--- config.mk ---
export PLATFORM = sky130hd
export DESIGN_NAME = tic_ctrl
export DESIGN_NICKNAME = d
export VERILOG_FILES = /design/src/logic/tic_pkg.sv /design/src/logic/tic_tick_div.sv /design/src/logic/tic_axil_slave.sv /design/src/logic/tic_ctrl.sv
export VERILOG_INCLUDE_DIRS = /design/src /design/src/logic
export SDC_FILE = /design/constraint.sdc
export NUM_CORES = 1
export LEC_CHECK = 0
export BUFFER_PORTS_ARGS = -buffer_cell sky130_fd_sc_hd__buf_2
export CORE_ASPECT_RATIO = 1.75
export CORE_MARGIN = 2
export CORE_UTILIZATION = 45
export CTS_CLUSTER_SIZE = 28
export DETAILED_ROUTE_END_ITERATION = 6
export PLACE_DENSITY_LB_ADDON = 0.08
export SETUP_SLACK_MARGIN = 0.4
export SYNTH_ARGS = -nofsm -noshare
export SYNTH_HDL_FRONTEND = slang
export SYNTH_HIERARCHICAL = 1
export SYNTH_SLANG_ARGS = --single-unit
export TNS_END_PERCENT = 20
--- constraint.sdc ---
create_clock -name clk -period 3.95 [get_ports clk]
set_input_delay 0.395 -clock clk [delete_from_list [all_inputs] [get_ports clk]]
set_output_delay 0.395 -clock clk [all_outputs]
set_load 0.03 [all_outputs]
--- src/logic/tic_consts.svh ---
// Offsets, field positions, reset values and timing counts of the interval timekeeper.
`ifndef TIC_CONSTS_SVH
`define TIC_CONSTS_SVH

`define TIC_ADDR_W 8
`define TIC_OFS_CTRL 8'h00
`define TIC_OFS_CMP 8'h04
`define TIC_OFS_SUB 8'h08
`define TIC_OFS_SEC 8'h0C
`define TIC_OFS_MIN 8'h10
`define TIC_OFS_HOUR 8'h14
`define TIC_OFS_ICNT 8'h18
`define TIC_OFS_IRQEN 8'h1C

`define TIC_BIT_TIME_CLOCK_ENABLE 0
`define TIC_BIT_INTERVAL_COUNT_ENABLE 1
`define TIC_BIT_FLAG 2
`define TIC_BIT_STI 3
`define TIC_BIT_TB_LO 4
`define TIC_BIT_TB_HI 5
`define TIC_BIT_TFH 6

`define TIC_CTRL_RESET 8'h00
`define TIC_SUB_MAX 7'h7F
`define TIC_SEC_MAX 6'h3B
`define TIC_MIN_MAX 6'h3B
`define TIC_HOUR24_MAX 8'h17
`define TIC_HOUR_FULL_MAX 8'hFF

`define TIC_CLK_PERIOD_NS 10
`define TIC_TICK_PERIOD_NS 7812500

`define TIC_RESP_OKAY 2'h0
`define TIC_RESP_SLVERR 2'h2

`endif

--- src/logic/tic_pkg.sv ---
// Types shared by the interval timekeeper modules.
package tic_pkg;
	typedef enum logic [1:0] {
		TIC_TB_SUB,
		TIC_TB_SEC,
		TIC_TB_MIN,
		TIC_TB_HOUR
	} tic_tbase_t;
endpackage

--- src/logic/tic_tick_div.sv ---
// Divider that turns the system clock into the 1/128 second tick.
`timescale 1ns/1ps
module tic_tick_div #(
	parameter int CYCLES = 781250
) (
	input wire logic clk,
	input wire logic rst_b,
	input wire logic run,
	output logic tick
);
	logic [31:0] cnt_q;
	logic tick_q;
	wire atEnd = (cnt_q == 32'(CYCLES - 1));

	// Stopping restarts the phase so a fresh start gives a full first period.
	always_ff @(posedge clk or negedge rst_b) begin
		if (!rst_b) begin
			cnt_q <= 32'h0;
			tick_q <= 1'b0;
		end else begin
			cnt_q <= (!run || atEnd) ? 32'h0 : cnt_q + 32'h1;
			tick_q <= run && atEnd;
		end
	end

	assign tick = tick_q;
endmodule

--- src/logic/tic_axil_slave.sv ---
// AXI4-Lite slave front end that hands single register accesses to the timekeeper.
`timescale 1ns/1ps
`include "tic_consts.svh"
module tic_axil_slave import tic_pkg::*; #(
	parameter int AW = `TIC_ADDR_W
) (
	input wire logic clk,
	input wire logic rst_b,
	input wire logic awvalid,
	output logic awready,
	input wire logic [AW-1:0] awaddr,
	input wire logic wvalid,
	output logic wready,
	input wire logic [31:0] wdata,
	input wire logic [3:0] wstrb,
	output logic bvalid,
	input wire logic bready,
	output logic [1:0] bresp,
	input wire logic arvalid,
	output logic arready,
	input wire logic [AW-1:0] araddr,
	output logic rvalid,
	input wire logic rready,
	output logic [31:0] rdata,
	output logic [1:0] rresp,
	output logic wrEn,
	output logic [AW-1:0] wrAddr,
	output logic [7:0] wrData,
	input wire logic wrOk,
	output logic [AW-1:0] rdAddr,
	input wire logic [7:0] rdData,
	input wire logic rdOk
);
	logic awHeld_q, wHeld_q, bvalid_q, rvalid_q;
	logic [AW-1:0] awAddr_q;
	logic [7:0] wData_q;
	logic wLane0_q;
	logic [1:0] bresp_q, rresp_q;
	logic [31:0] rdata_q;

	// Address and data may arrive in either order; each is parked until both are in.
	wire doWrite = awHeld_q && wHeld_q && !bvalid_q;
	// Nothing new is taken while a response waits, so at most one write is ever under way.
	wire awTake = awvalid && !awHeld_q && !bvalid_q;
	wire wTake = wvalid && !wHeld_q && !bvalid_q;
	wire arTake = arvalid && !rvalid_q;

	always_ff @(posedge clk or negedge rst_b) begin
		if (!rst_b) begin
			awHeld_q <= 1'b0;
			wHeld_q <= 1'b0;
			awAddr_q <= '0;
			wData_q <= 8'h00;
			wLane0_q <= 1'b0;
			bvalid_q <= 1'b0;
			bresp_q <= `TIC_RESP_OKAY;
		end else begin
			awHeld_q <= doWrite ? 1'b0 : (awHeld_q || awTake);
			wHeld_q <= doWrite ? 1'b0 : (wHeld_q || wTake);
			if (awTake) awAddr_q <= awaddr;
			if (wTake) wData_q <= wdata[7:0];
			if (wTake) wLane0_q <= wstrb[0];
			bvalid_q <= doWrite ? 1'b1 : (bvalid_q && !bready);
			if (doWrite) bresp_q <= wrOk ? `TIC_RESP_OKAY : `TIC_RESP_SLVERR;
		end
	end

	always_ff @(posedge clk or negedge rst_b) begin
		if (!rst_b) begin
			rvalid_q <= 1'b0;
			rdata_q <= 32'h0;
			rresp_q <= `TIC_RESP_OKAY;
		end else begin
			rvalid_q <= arTake ? 1'b1 : (rvalid_q && !rready);
			if (arTake) rdata_q <= {24'h0, rdData};
			if (arTake) rresp_q <= rdOk ? `TIC_RESP_OKAY : `TIC_RESP_SLVERR;
		end
	end

	assign awready = !awHeld_q && !bvalid_q;
	assign wready = !wHeld_q && !bvalid_q;
	assign bvalid = bvalid_q;
	assign bresp = bresp_q;
	assign arready = !rvalid_q;
	assign rvalid = rvalid_q;
	assign rdata = rdata_q;
	assign rresp = rresp_q;
	// Only byte lane 0 carries register bits; a write without it changes nothing.
	assign wrEn = doWrite && wLane0_q;
	assign wrAddr = awAddr_q;
	assign wrData = wData_q;
	assign rdAddr = araddr;
endmodule

--- src/logic/tic_ctrl.sv ---
// Interval timekeeper: time-of-day counters, interval counter and their control register.
//
// The implementer's own choices: the address map and register access over AXI4-Lite.
`timescale 1ns/1ps
`include "tic_consts.svh"
////////////////////////////////////////////////////////////////////////////////
module tic_ctrl import tic_pkg::*; #(
	parameter int TICK_CYCLES = `TIC_TICK_PERIOD_NS / `TIC_CLK_PERIOD_NS
) (
	input wire logic clk,
	input wire logic rst_b,
	input wire logic porRst_b,
	input wire logic awvalid,
	output logic awready,
	input wire logic [`TIC_ADDR_W-1:0] awaddr,
	input wire logic wvalid,
	output logic wready,
	input wire logic [31:0] wdata,
	input wire logic [3:0] wstrb,
	output logic bvalid,
	input wire logic bready,
	output logic [1:0] bresp,
	input wire logic arvalid,
	output logic arready,
	input wire logic [`TIC_ADDR_W-1:0] araddr,
	output logic rvalid,
	input wire logic rready,
	output logic [31:0] rdata,
	output logic [1:0] rresp,
	output logic intervalIrq
);
	////////////////////////////////////////////////////////////////////////////////
	// Register access.

	logic regWrEn;
	logic [`TIC_ADDR_W-1:0] regWrAddr;
	logic [7:0] regWrData;
	logic [`TIC_ADDR_W-1:0] regRdAddr;
	logic [7:0] regRdData;
	logic regWrOk;
	logic regRdOk;

	tic_axil_slave #(
		.AW(`TIC_ADDR_W)
	) u_bus (
		.clk(clk),
		.rst_b(rst_b),
		.awvalid(awvalid),
		.awready(awready),
		.awaddr(awaddr),
		.wvalid(wvalid),
		.wready(wready),
		.wdata(wdata),
		.wstrb(wstrb),
		.bvalid(bvalid),
		.bready(bready),
		.bresp(bresp),
		.arvalid(arvalid),
		.arready(arready),
		.araddr(araddr),
		.rvalid(rvalid),
		.rready(rready),
		.rdata(rdata),
		.rresp(rresp),
		.wrEn(regWrEn),
		.wrAddr(regWrAddr),
		.wrData(regWrData),
		.wrOk(regWrOk),
		.rdAddr(regRdAddr),
		.rdData(regRdData),
		.rdOk(regRdOk)
	);

	// Byte offsets inside a word are ignored; the word address selects.
	wire [`TIC_ADDR_W-1:0] wrWord = {regWrAddr[`TIC_ADDR_W-1:2], 2'b00};
	wire [`TIC_ADDR_W-1:0] rdWord = {regRdAddr[`TIC_ADDR_W-1:2], 2'b00};

	wire wrCtrl = regWrEn && (wrWord == `TIC_OFS_CTRL);
	wire wrCmp = regWrEn && (wrWord == `TIC_OFS_CMP);
	wire wrSub = regWrEn && (wrWord == `TIC_OFS_SUB);
	wire wrSec = regWrEn && (wrWord == `TIC_OFS_SEC);
	wire wrMin = regWrEn && (wrWord == `TIC_OFS_MIN);
	wire wrHour = regWrEn && (wrWord == `TIC_OFS_HOUR);
	wire wrIrqEn = regWrEn && (wrWord == `TIC_OFS_IRQEN);

	assign regWrOk = (wrWord == `TIC_OFS_CTRL) || (wrWord == `TIC_OFS_CMP) ||
		(wrWord == `TIC_OFS_SUB) || (wrWord == `TIC_OFS_SEC) ||
		(wrWord == `TIC_OFS_MIN) || (wrWord == `TIC_OFS_HOUR) ||
		(wrWord == `TIC_OFS_ICNT) || (wrWord == `TIC_OFS_IRQEN);

	////////////////////////////////////////////////////////////////////////////////
	// Control register state.

	logic twentyFour_q, twentyFour_d;
	logic [1:0] tbSel_q, tbSel_d;
	logic singleMode_q, singleMode_d;
	logic flag_q, flag_d;
	logic ivEnable_q, ivEnable_d;
	logic time_clock_enable_q, time_clock_enable_d;
	logic irqEn_q, irqEn_d;
	logic irq_q;
	logic [7:0] cmp_q, cmp_d;
	logic [6:0] sub_q, sub_d;
	logic [5:0] sec_q, sec_d;
	logic [5:0] min_q, min_d;
	logic [7:0] hour_q, hour_d;
	logic [7:0] ivCnt_q, ivCnt_d;
	logic subTick;
	tic_tbase_t tbase;

	////////////////////////////////////////////////////////////////////////////////
	// Timebase and time-of-day counters.

	// The divider shares the power-on reset so the tick phase is not lost across a device reset.
	tic_tick_div #(
		.CYCLES(TICK_CYCLES)
	) u_div (
		.clk(clk),
		.rst_b(porRst_b),
		.run(time_clock_enable_q),
		.tick(subTick)
	);

	wire subWrap = subTick && (sub_q == `TIC_SUB_MAX);
	wire secWrap = subWrap && (sec_q == `TIC_SEC_MAX);
	wire minWrap = secWrap && (min_q == `TIC_MIN_MAX);
	// An hour above 23 left over from the 256-hour range still wraps at the next hour carry.
	// wrap after 23
	wire hourLast = twentyFour_q ? (hour_q >= `TIC_HOUR24_MAX) : (hour_q == `TIC_HOUR_FULL_MAX);

	// clear on disable
	// Clearing wins over a same-cycle tick, so the time reads zero right after a stop.
	wire tcenFall = wrCtrl && time_clock_enable_q && !regWrData[`TIC_BIT_TIME_CLOCK_ENABLE];
	wire timeWrOk = !time_clock_enable_q;

	assign sub_d = tcenFall ? 7'h00 :
		(wrSub && timeWrOk) ? regWrData[6:0] :
		subWrap ? 7'h00 :
		subTick ? 7'(sub_q + 7'h01) : sub_q;

	assign sec_d = tcenFall ? 6'h00 :
		(wrSec && timeWrOk) ? regWrData[5:0] :
		secWrap ? 6'h00 :
		subWrap ? 6'(sec_q + 6'h01) : sec_q;

	assign min_d = tcenFall ? 6'h00 :
		(wrMin && timeWrOk) ? regWrData[5:0] :
		minWrap ? 6'h00 :
		secWrap ? 6'(min_q + 6'h01) : min_q;

	assign hour_d = tcenFall ? 8'h00 :
		(wrHour && timeWrOk) ? regWrData :
		(minWrap && hourLast) ? 8'h00 :
		minWrap ? 8'(hour_q + 8'h01) : hour_q;

	////////////////////////////////////////////////////////////////////////////////
	// Interval counter.

	assign tbase = tic_tbase_t'(tbSel_q);

	wire tbTick = (tbase == TIC_TB_SUB) ? subTick :
		(tbase == TIC_TB_SEC) ? subWrap :
		(tbase == TIC_TB_MIN) ? secWrap : minWrap;

	wire [7:0] ivCntInc = 8'(ivCnt_q + 8'h01);
	// match sets flag
	// Comparing the next value puts the match and the reload in the same cycle.
	wire ivMatch = ivEnable_q && tbTick && (ivCntInc == cmp_q);

	assign ivCnt_d = !ivEnable_q ? 8'h00 :
		ivMatch ? 8'h00 :
		tbTick ? ivCntInc : ivCnt_q;

	assign cmp_d = wrCmp ? regWrData : cmp_q;

	////////////////////////////////////////////////////////////////////////////////
	// Control field updates.

	assign twentyFour_d = wrCtrl ? regWrData[`TIC_BIT_TFH] : twentyFour_q;
	assign tbSel_d = wrCtrl ? regWrData[`TIC_BIT_TB_HI:`TIC_BIT_TB_LO] : tbSel_q;
	assign singleMode_d = wrCtrl ? regWrData[`TIC_BIT_STI] : singleMode_q;
	assign time_clock_enable_d = wrCtrl ? regWrData[`TIC_BIT_TIME_CLOCK_ENABLE] : time_clock_enable_q;
	assign irqEn_d = wrIrqEn ? regWrData[0] : irqEn_q;

	// single-shot disarm
	// A timeout in the same cycle as a software write still disarms the counter.
	assign ivEnable_d = (ivMatch && singleMode_q) ? 1'b0 :
		wrCtrl ? regWrData[`TIC_BIT_INTERVAL_COUNT_ENABLE] : ivEnable_q;

	// sticky until written clear
	// Writing a one keeps the flag; a match in the clearing cycle wins.
	assign flag_d = ivMatch || (flag_q && !(wrCtrl && !regWrData[`TIC_BIT_FLAG]));

	////////////////////////////////////////////////////////////////////////////////
	// Storage.

	always_ff @(posedge clk or negedge rst_b) begin
		if (!rst_b) begin
			twentyFour_q <= 1'b0;
		end else begin
			twentyFour_q <= twentyFour_d;
		end
	end

	// survives device reset
	// Everything that keeps time stays on the power-on reset only, except the 24-hour bit twentyFour_q, which the device reset clears.
	always_ff @(posedge clk or negedge porRst_b) begin
		if (!porRst_b) begin
			time_clock_enable_q <= 1'b0;
		end else begin
			time_clock_enable_q <= time_clock_enable_d;
		end
	end

	always_ff @(posedge clk or negedge porRst_b) begin
		if (!porRst_b) begin
			sub_q <= 7'h00;
			sec_q <= 6'h00;
			min_q <= 6'h00;
			hour_q <= 8'h00;
		end else begin
			sub_q <= sub_d;
			sec_q <= sec_d;
			min_q <= min_d;
			hour_q <= hour_d;
		end
	end

	// The interval setup also stays on the power-on reset, so a device reset cannot lose a pending timeout.
	always_ff @(posedge clk or negedge porRst_b) begin
		if (!porRst_b) begin
			tbSel_q <= 2'h0;
			singleMode_q <= 1'b0;
			cmp_q <= 8'h00;
		end else begin
			tbSel_q <= tbSel_d;
			singleMode_q <= singleMode_d;
			cmp_q <= cmp_d;
		end
	end

	always_ff @(posedge clk or negedge porRst_b) begin
		if (!porRst_b) begin
			ivEnable_q <= 1'b0;
			ivCnt_q <= 8'h00;
		end else begin
			ivEnable_q <= ivEnable_d;
			ivCnt_q <= ivCnt_d;
		end
	end

	always_ff @(posedge clk or negedge porRst_b) begin
		if (!porRst_b) begin
			flag_q <= 1'b0;
		end else begin
			flag_q <= flag_d;
		end
	end

	always_ff @(posedge clk or negedge rst_b) begin
		if (!rst_b) begin
			irqEn_q <= 1'b0;
		end else begin
			irqEn_q <= irqEn_d;
		end
	end

	// request gated by enable
	// The request is registered, so it follows the flag one cycle late.
	always_ff @(posedge clk or negedge rst_b) begin
		if (!rst_b) begin
			irq_q <= 1'b0;
		end else begin
			irq_q <= flag_q && irqEn_q;
		end
	end

	assign intervalIrq = irq_q;

	////////////////////////////////////////////////////////////////////////////////
	// Read side.

	wire [7:0] ctrlRead = {1'b0, twentyFour_q, tbSel_q, singleMode_q, flag_q, ivEnable_q, time_clock_enable_q};

	wire rdCtrl = (rdWord == `TIC_OFS_CTRL);
	wire rdCmp = (rdWord == `TIC_OFS_CMP);
	wire rdSub = (rdWord == `TIC_OFS_SUB);
	wire rdSec = (rdWord == `TIC_OFS_SEC);
	wire rdMin = (rdWord == `TIC_OFS_MIN);
	wire rdHour = (rdWord == `TIC_OFS_HOUR);
	wire rdIcnt = (rdWord == `TIC_OFS_ICNT);
	wire rdIrqEn = (rdWord == `TIC_OFS_IRQEN);

	assign regRdOk = rdCtrl || rdCmp || rdSub || rdSec || rdMin || rdHour || rdIcnt || rdIrqEn;

	// Unmapped words read as zero alongside the error response.
	assign regRdData = rdCtrl ? ctrlRead :
		rdCmp ? cmp_q :
		rdSub ? {1'b0, sub_q} :
		rdSec ? {2'b00, sec_q} :
		rdMin ? {2'b00, min_q} :
		rdHour ? hour_q :
		rdIcnt ? ivCnt_q :
		rdIrqEn ? {7'h00, irqEn_q} : 8'h00;
endmodule

After elaboration in Yosys (flattened, before gate mapping)
Cells that the tools add are included.
Operators by class
  mux-type cells: 40
  magnitude comparators: 1
  add/subtract/negate cells: 6
  eq/ne operators: 23
  reductions and logical operators: 72
Operators with widths (number)
  $mux 8: 14
  $eq 6x3->1 const B: 8
  $mux 6: 8
  $logic_and 1x1->1: 36
  $add 32x1->32 const B: 1
  $eq 32x20->1 const B: 1
  $mux 32: 1
  $mux 7: 4
  $eq 6x2->1 const B: 4
  $logic_or 1x1->1: 18
  $add 8x1->8 const B: 2
  $logic_not 8->1: 2
  $reduce_bool 4->1: 4
  $add 6x1->6 const B: 2
  $eq 6x1->1 const B: 2
  $eq 6x6->1 const B: 2
  $mux 1: 11
  $logic_not 1->1: 10
  $eq 8x8->1: 1
  $eq 8x8->1 const B: 1
  $ge 8x5->1 const B: 1
  $add 7x1->7 const B: 1
  $eq 7x7->1 const B: 1
  $mux 2: 2
  5 further kinds: 5
Storage, ports and cells
  bits in registers: 118
  bits of input ports: 60
  word-level logic and storage cells: 168
  output and inout port bits: 42

Logic depth before layout (Yosys ltp)
  depth after elaboration: 11
  depth in mapped cells: 9

Hierarchy
The synthesis kept the hierarchy.
By module, submodules not included
  tic_ctrl: seq. area each 1301.2 µm², times used 1, area each 3744.8 µm², cells an instance 436
  tic_tick_div: seq. area each 825.8 µm², times used 1, area each 1757.9 µm², cells an instance 184
  tic_axil_slave: seq. area each 775.7 µm², times used 1, area each 1471.4 µm², cells an instance 114

Least setup slack after synthesis
No wires, ideal clock.
  path type: flip-flop to flip-flop
  from: register u_bus.bvalid_q (netlist: u_bus/bvalid)
  to: register hour_q[2]
  setup slack: 1.354 ns
  required time: 3.816 ns
  arrival: 2.462 ns
  stages on the path, launching flop included: 10
  cell sequence: dfrtp_1 buf_6 nand3b_1 nor2_1 or4b_4 nor4_4 nor2_2 buf_6 a32oi_1 o211ai_1
On the way
  word-level cells in the longest chain between the ends: 7
  elaborated cells between the ends (all ways): 11
  classes of those cells: 2 x mux; 9 x reduce/logical
Ends and longest elaborated chain
  start: declaration: RTL line tic_axil_slave.sv:34  | logic awHeld_q, wHeld_q, bvalid_q, rvalid_q;
  start signal: assignment: RTL line tic_axil_slave.sv:63  | bvalid_q <= doWrite ? 1'b1 : (bvalid_q && !bready);
  $logic_not 1->1 (*): RTL line tic_axil_slave.sv:42  | wire doWrite = awHeld_q && wHeld_q && !bvalid_q;
  $logic_and 1x1->1 (*): RTL line tic_axil_slave.sv:42
  $logic_and 1x1->1 (*): RTL line tic_axil_slave.sv:89  | assign wrEn = doWrite && wLane0_q;
  net regWrEn: RTL line tic_ctrl.sv:35  | logic regWrEn;
  $logic_and 1x1->1, on equally long branches: RTL line tic_ctrl.sv:83, tic_ctrl.sv:78
  $logic_and 1x1->1, on equally long branches: RTL line tic_ctrl.sv:152, tic_ctrl.sv:133
  $mux 8 or $logic_and 1x1->1 (tied branches): RTL line tic_ctrl.sv:152, tic_ctrl.sv:133
  $mux 8 or $reduce_bool 4->1 (tied branches)
  end signal: assignment: RTL line tic_ctrl.sv:225  | hour_q <= hour_d;
  end: declaration: RTL line tic_ctrl.sv:106  | logic [7:0] hour_q, hour_d;
Mark *: on every way through the listed nets, which the timed path passes. The rest lies on a longest branch.
A chain may end at the register's enable or synchronous reset.

Worst setup path in the final report
Ends and elaborated chain as after synthesis.

==> summary.txt <==
Setup path
  – Worst EP arrival: 3220 ps
  – Crit-path max FO: 11
  – FF-to-FF path depth: 8
  – RR Endpoint: hour_q[2]
  – R2r startpoint: u_bus/bvalid
  – CP Capture Type: flop
  – Critical path launch point type: flop
  – Setup slack, reg-to-reg: between 1000 and 1500 ps
  – Critical path type: reg2reg
  – Worst Path Required: 4230 ps

Logic synthesis
  – Gate Count Post-Synth: 728
  – Cell Area, Synth: around 7000 um2
  – Yosys warning count: 6
  – Average cell area after synthesis: 9.46 um2

Layout
  – Area Overhead vs Synth: 11.8%
  – Final nets: 820
  – FF/Latch Area: 2850 um2
  – Most frequent cells in the layout: dfrtp_1, nor2_1, nand2_1
  – Multi-input logic area: 3650 um2
  – Ant. Diodes: 0
  – # fillers: 1401
  – Layout cell share with drive strength beyond 1: 0.195
  – Most common cell after layout, fill and taps aside: dfrtp_1

Timing
  – Final min period: a little under 3000 ps
  – Clk_skew: 13.6 ps
  – RSZ-0062 raised after global routing: false
  – Fin. Hold Viols: 0
  – Setup TNS Final: 0 ps
  – Slew margin rel.: 0.366
  – # setup viols final: 0
  – Slew @ Worst Pin: 947 ps
  – Final worst-path cycle share: 0.744
  – Fmax: 340 MHz
  – Final Slew Violations: 0
  – Worst setup margin: 1010 ps

CTS
  – Worst-path clk slew: approximately 60 ps
  – Worst-Skew Late Latency: 410 ps
  – Clock Tree Buf Depth: 2
  – Post_cts resized: 0
  – CTS tree: done
  – CTS H-tree depth: 4
  – CTS Hold Buffers Added: 0
  – Clock Sinks: 114
  – Number of buffers created by CTS: 17
  – Clk root buf: clkbuf_16
  – Post-CTS Setup Bufs: 0

Flow run
  – Max_cap viols: 0

GRT
  – Initial antenna violation count: 0
  – Vias in the first global route: 5767
  – Tot GR Track Use: 0.230
  – Congestion Overflow GR: 0
  – First-pass GRT wire length: 29800 um
  – Largest net degree at the start of global routing: 59

Floorplan
  – FP Rows: 59
  – # IOs: 102
  – Die height: 168 um
  – Initial cell density of the core: 0.462
  – Die W: 97.5 um
  – Die footprint: 16300 um2
  – Core ar.: 14900 um2

Power
  – Leakage dissipation: 3.22 nW
  – Post-layout power: around 4.3 mW
  – Worst vdd ir: between 0.2 and 0.3 mV
  – Pwr Density: 560 nW/um2

Routing
  – Drt first pass iters: 7
  – Drt via density: 6.01
  – Post-Route WL: 18400 um
  – Via count: between 5000 and 6000
  – DRT iter0 DRCs: 282
  – # DRC: 0
  – Antenna-violating nets left: 0
  – Routed len/inst: a little under 20 um

Worst hold path
  – HP Class: in2async

Placement
  – Post-DP HPWL: 13500 um
  – Placer congestion estimate: 0.916
  – Placement Setup Slack: 1070 ps
  – I/O Buffers: 44

Outcome
  – Status: finished, final reports clean
## state kept, by name, summed over array words and instances, names as in the netlist, 2 cells and up
name          cells
sec_q             6
u_bus/wrData      8
u_div/cnt_q      32
tbSel_q           2
min_q             6
ivCnt_q           8
hour_q            8
u_bus/rdata       8
sub_q             7
cmp_q             8
u_bus/wrAddr      6
## power by group
group	internal, mW	switching, mW
Combinational	0.378	0.480
Sequential	1.40	0.418
Clock	1.06	0.576
## metrics by stage
stage	instance area (um2)	hold WS [ps]	utilization	cells
CTS	7700	87.3	0.516	949
global placement	7060	485	0.474	917
floorplan	6980	99.4	-	753
detailed placement	7060	491	0.474	917
global route	7700	125	0.516	949
finish	7700	61.3	0.516	949
## area by class of cell
cell class | count | area share
inverter | 22 | 0.0107
tap | 183 | 0.0297
clock buffer | 17 | 0.0553
sequential | 114 | 0.371
timing repair buffer | 47 | 0.0319
multi-input combinational | 551 | 0.475
clock inverter | 15 | 0.0271
## how the worst max path moves through the flow
stage,start,to,slack (ps),cells past startpoint
floorplan,u_bus/bvalid,hour_q[2],1350,9
global route,u_bus/bvalid,hour_q[2],850,8
CTS,u_bus/bvalid,hour_q[2],1040,8
global placement,u_bus/bvalid,hour_q[2],1110,8
detailed placement,u_bus/bvalid,hour_q[2],1070,8
finish,u_bus/bvalid,hour_q[2],1010,8
## worst max-delay path: stages, from the launching register on
cell and delay, ps:
dfrtp_1 470, nand3b_1 290, nor2_1 210, or4b_4 530
nor4_4 570, nor2_2 220, and2_4 250, a32oi_1 150
o211ai_1 100
## routing by layer
layer  GRT usage  up-vias  wire (um)
met1       0.244     2822       6740
met3      0.0363       39        545
met5           0        -          0
met2       0.434      144      10400
met4       0.112        0        685
li1            -     2694          -
No activity file was read; power rests on OpenSTA's default activity.
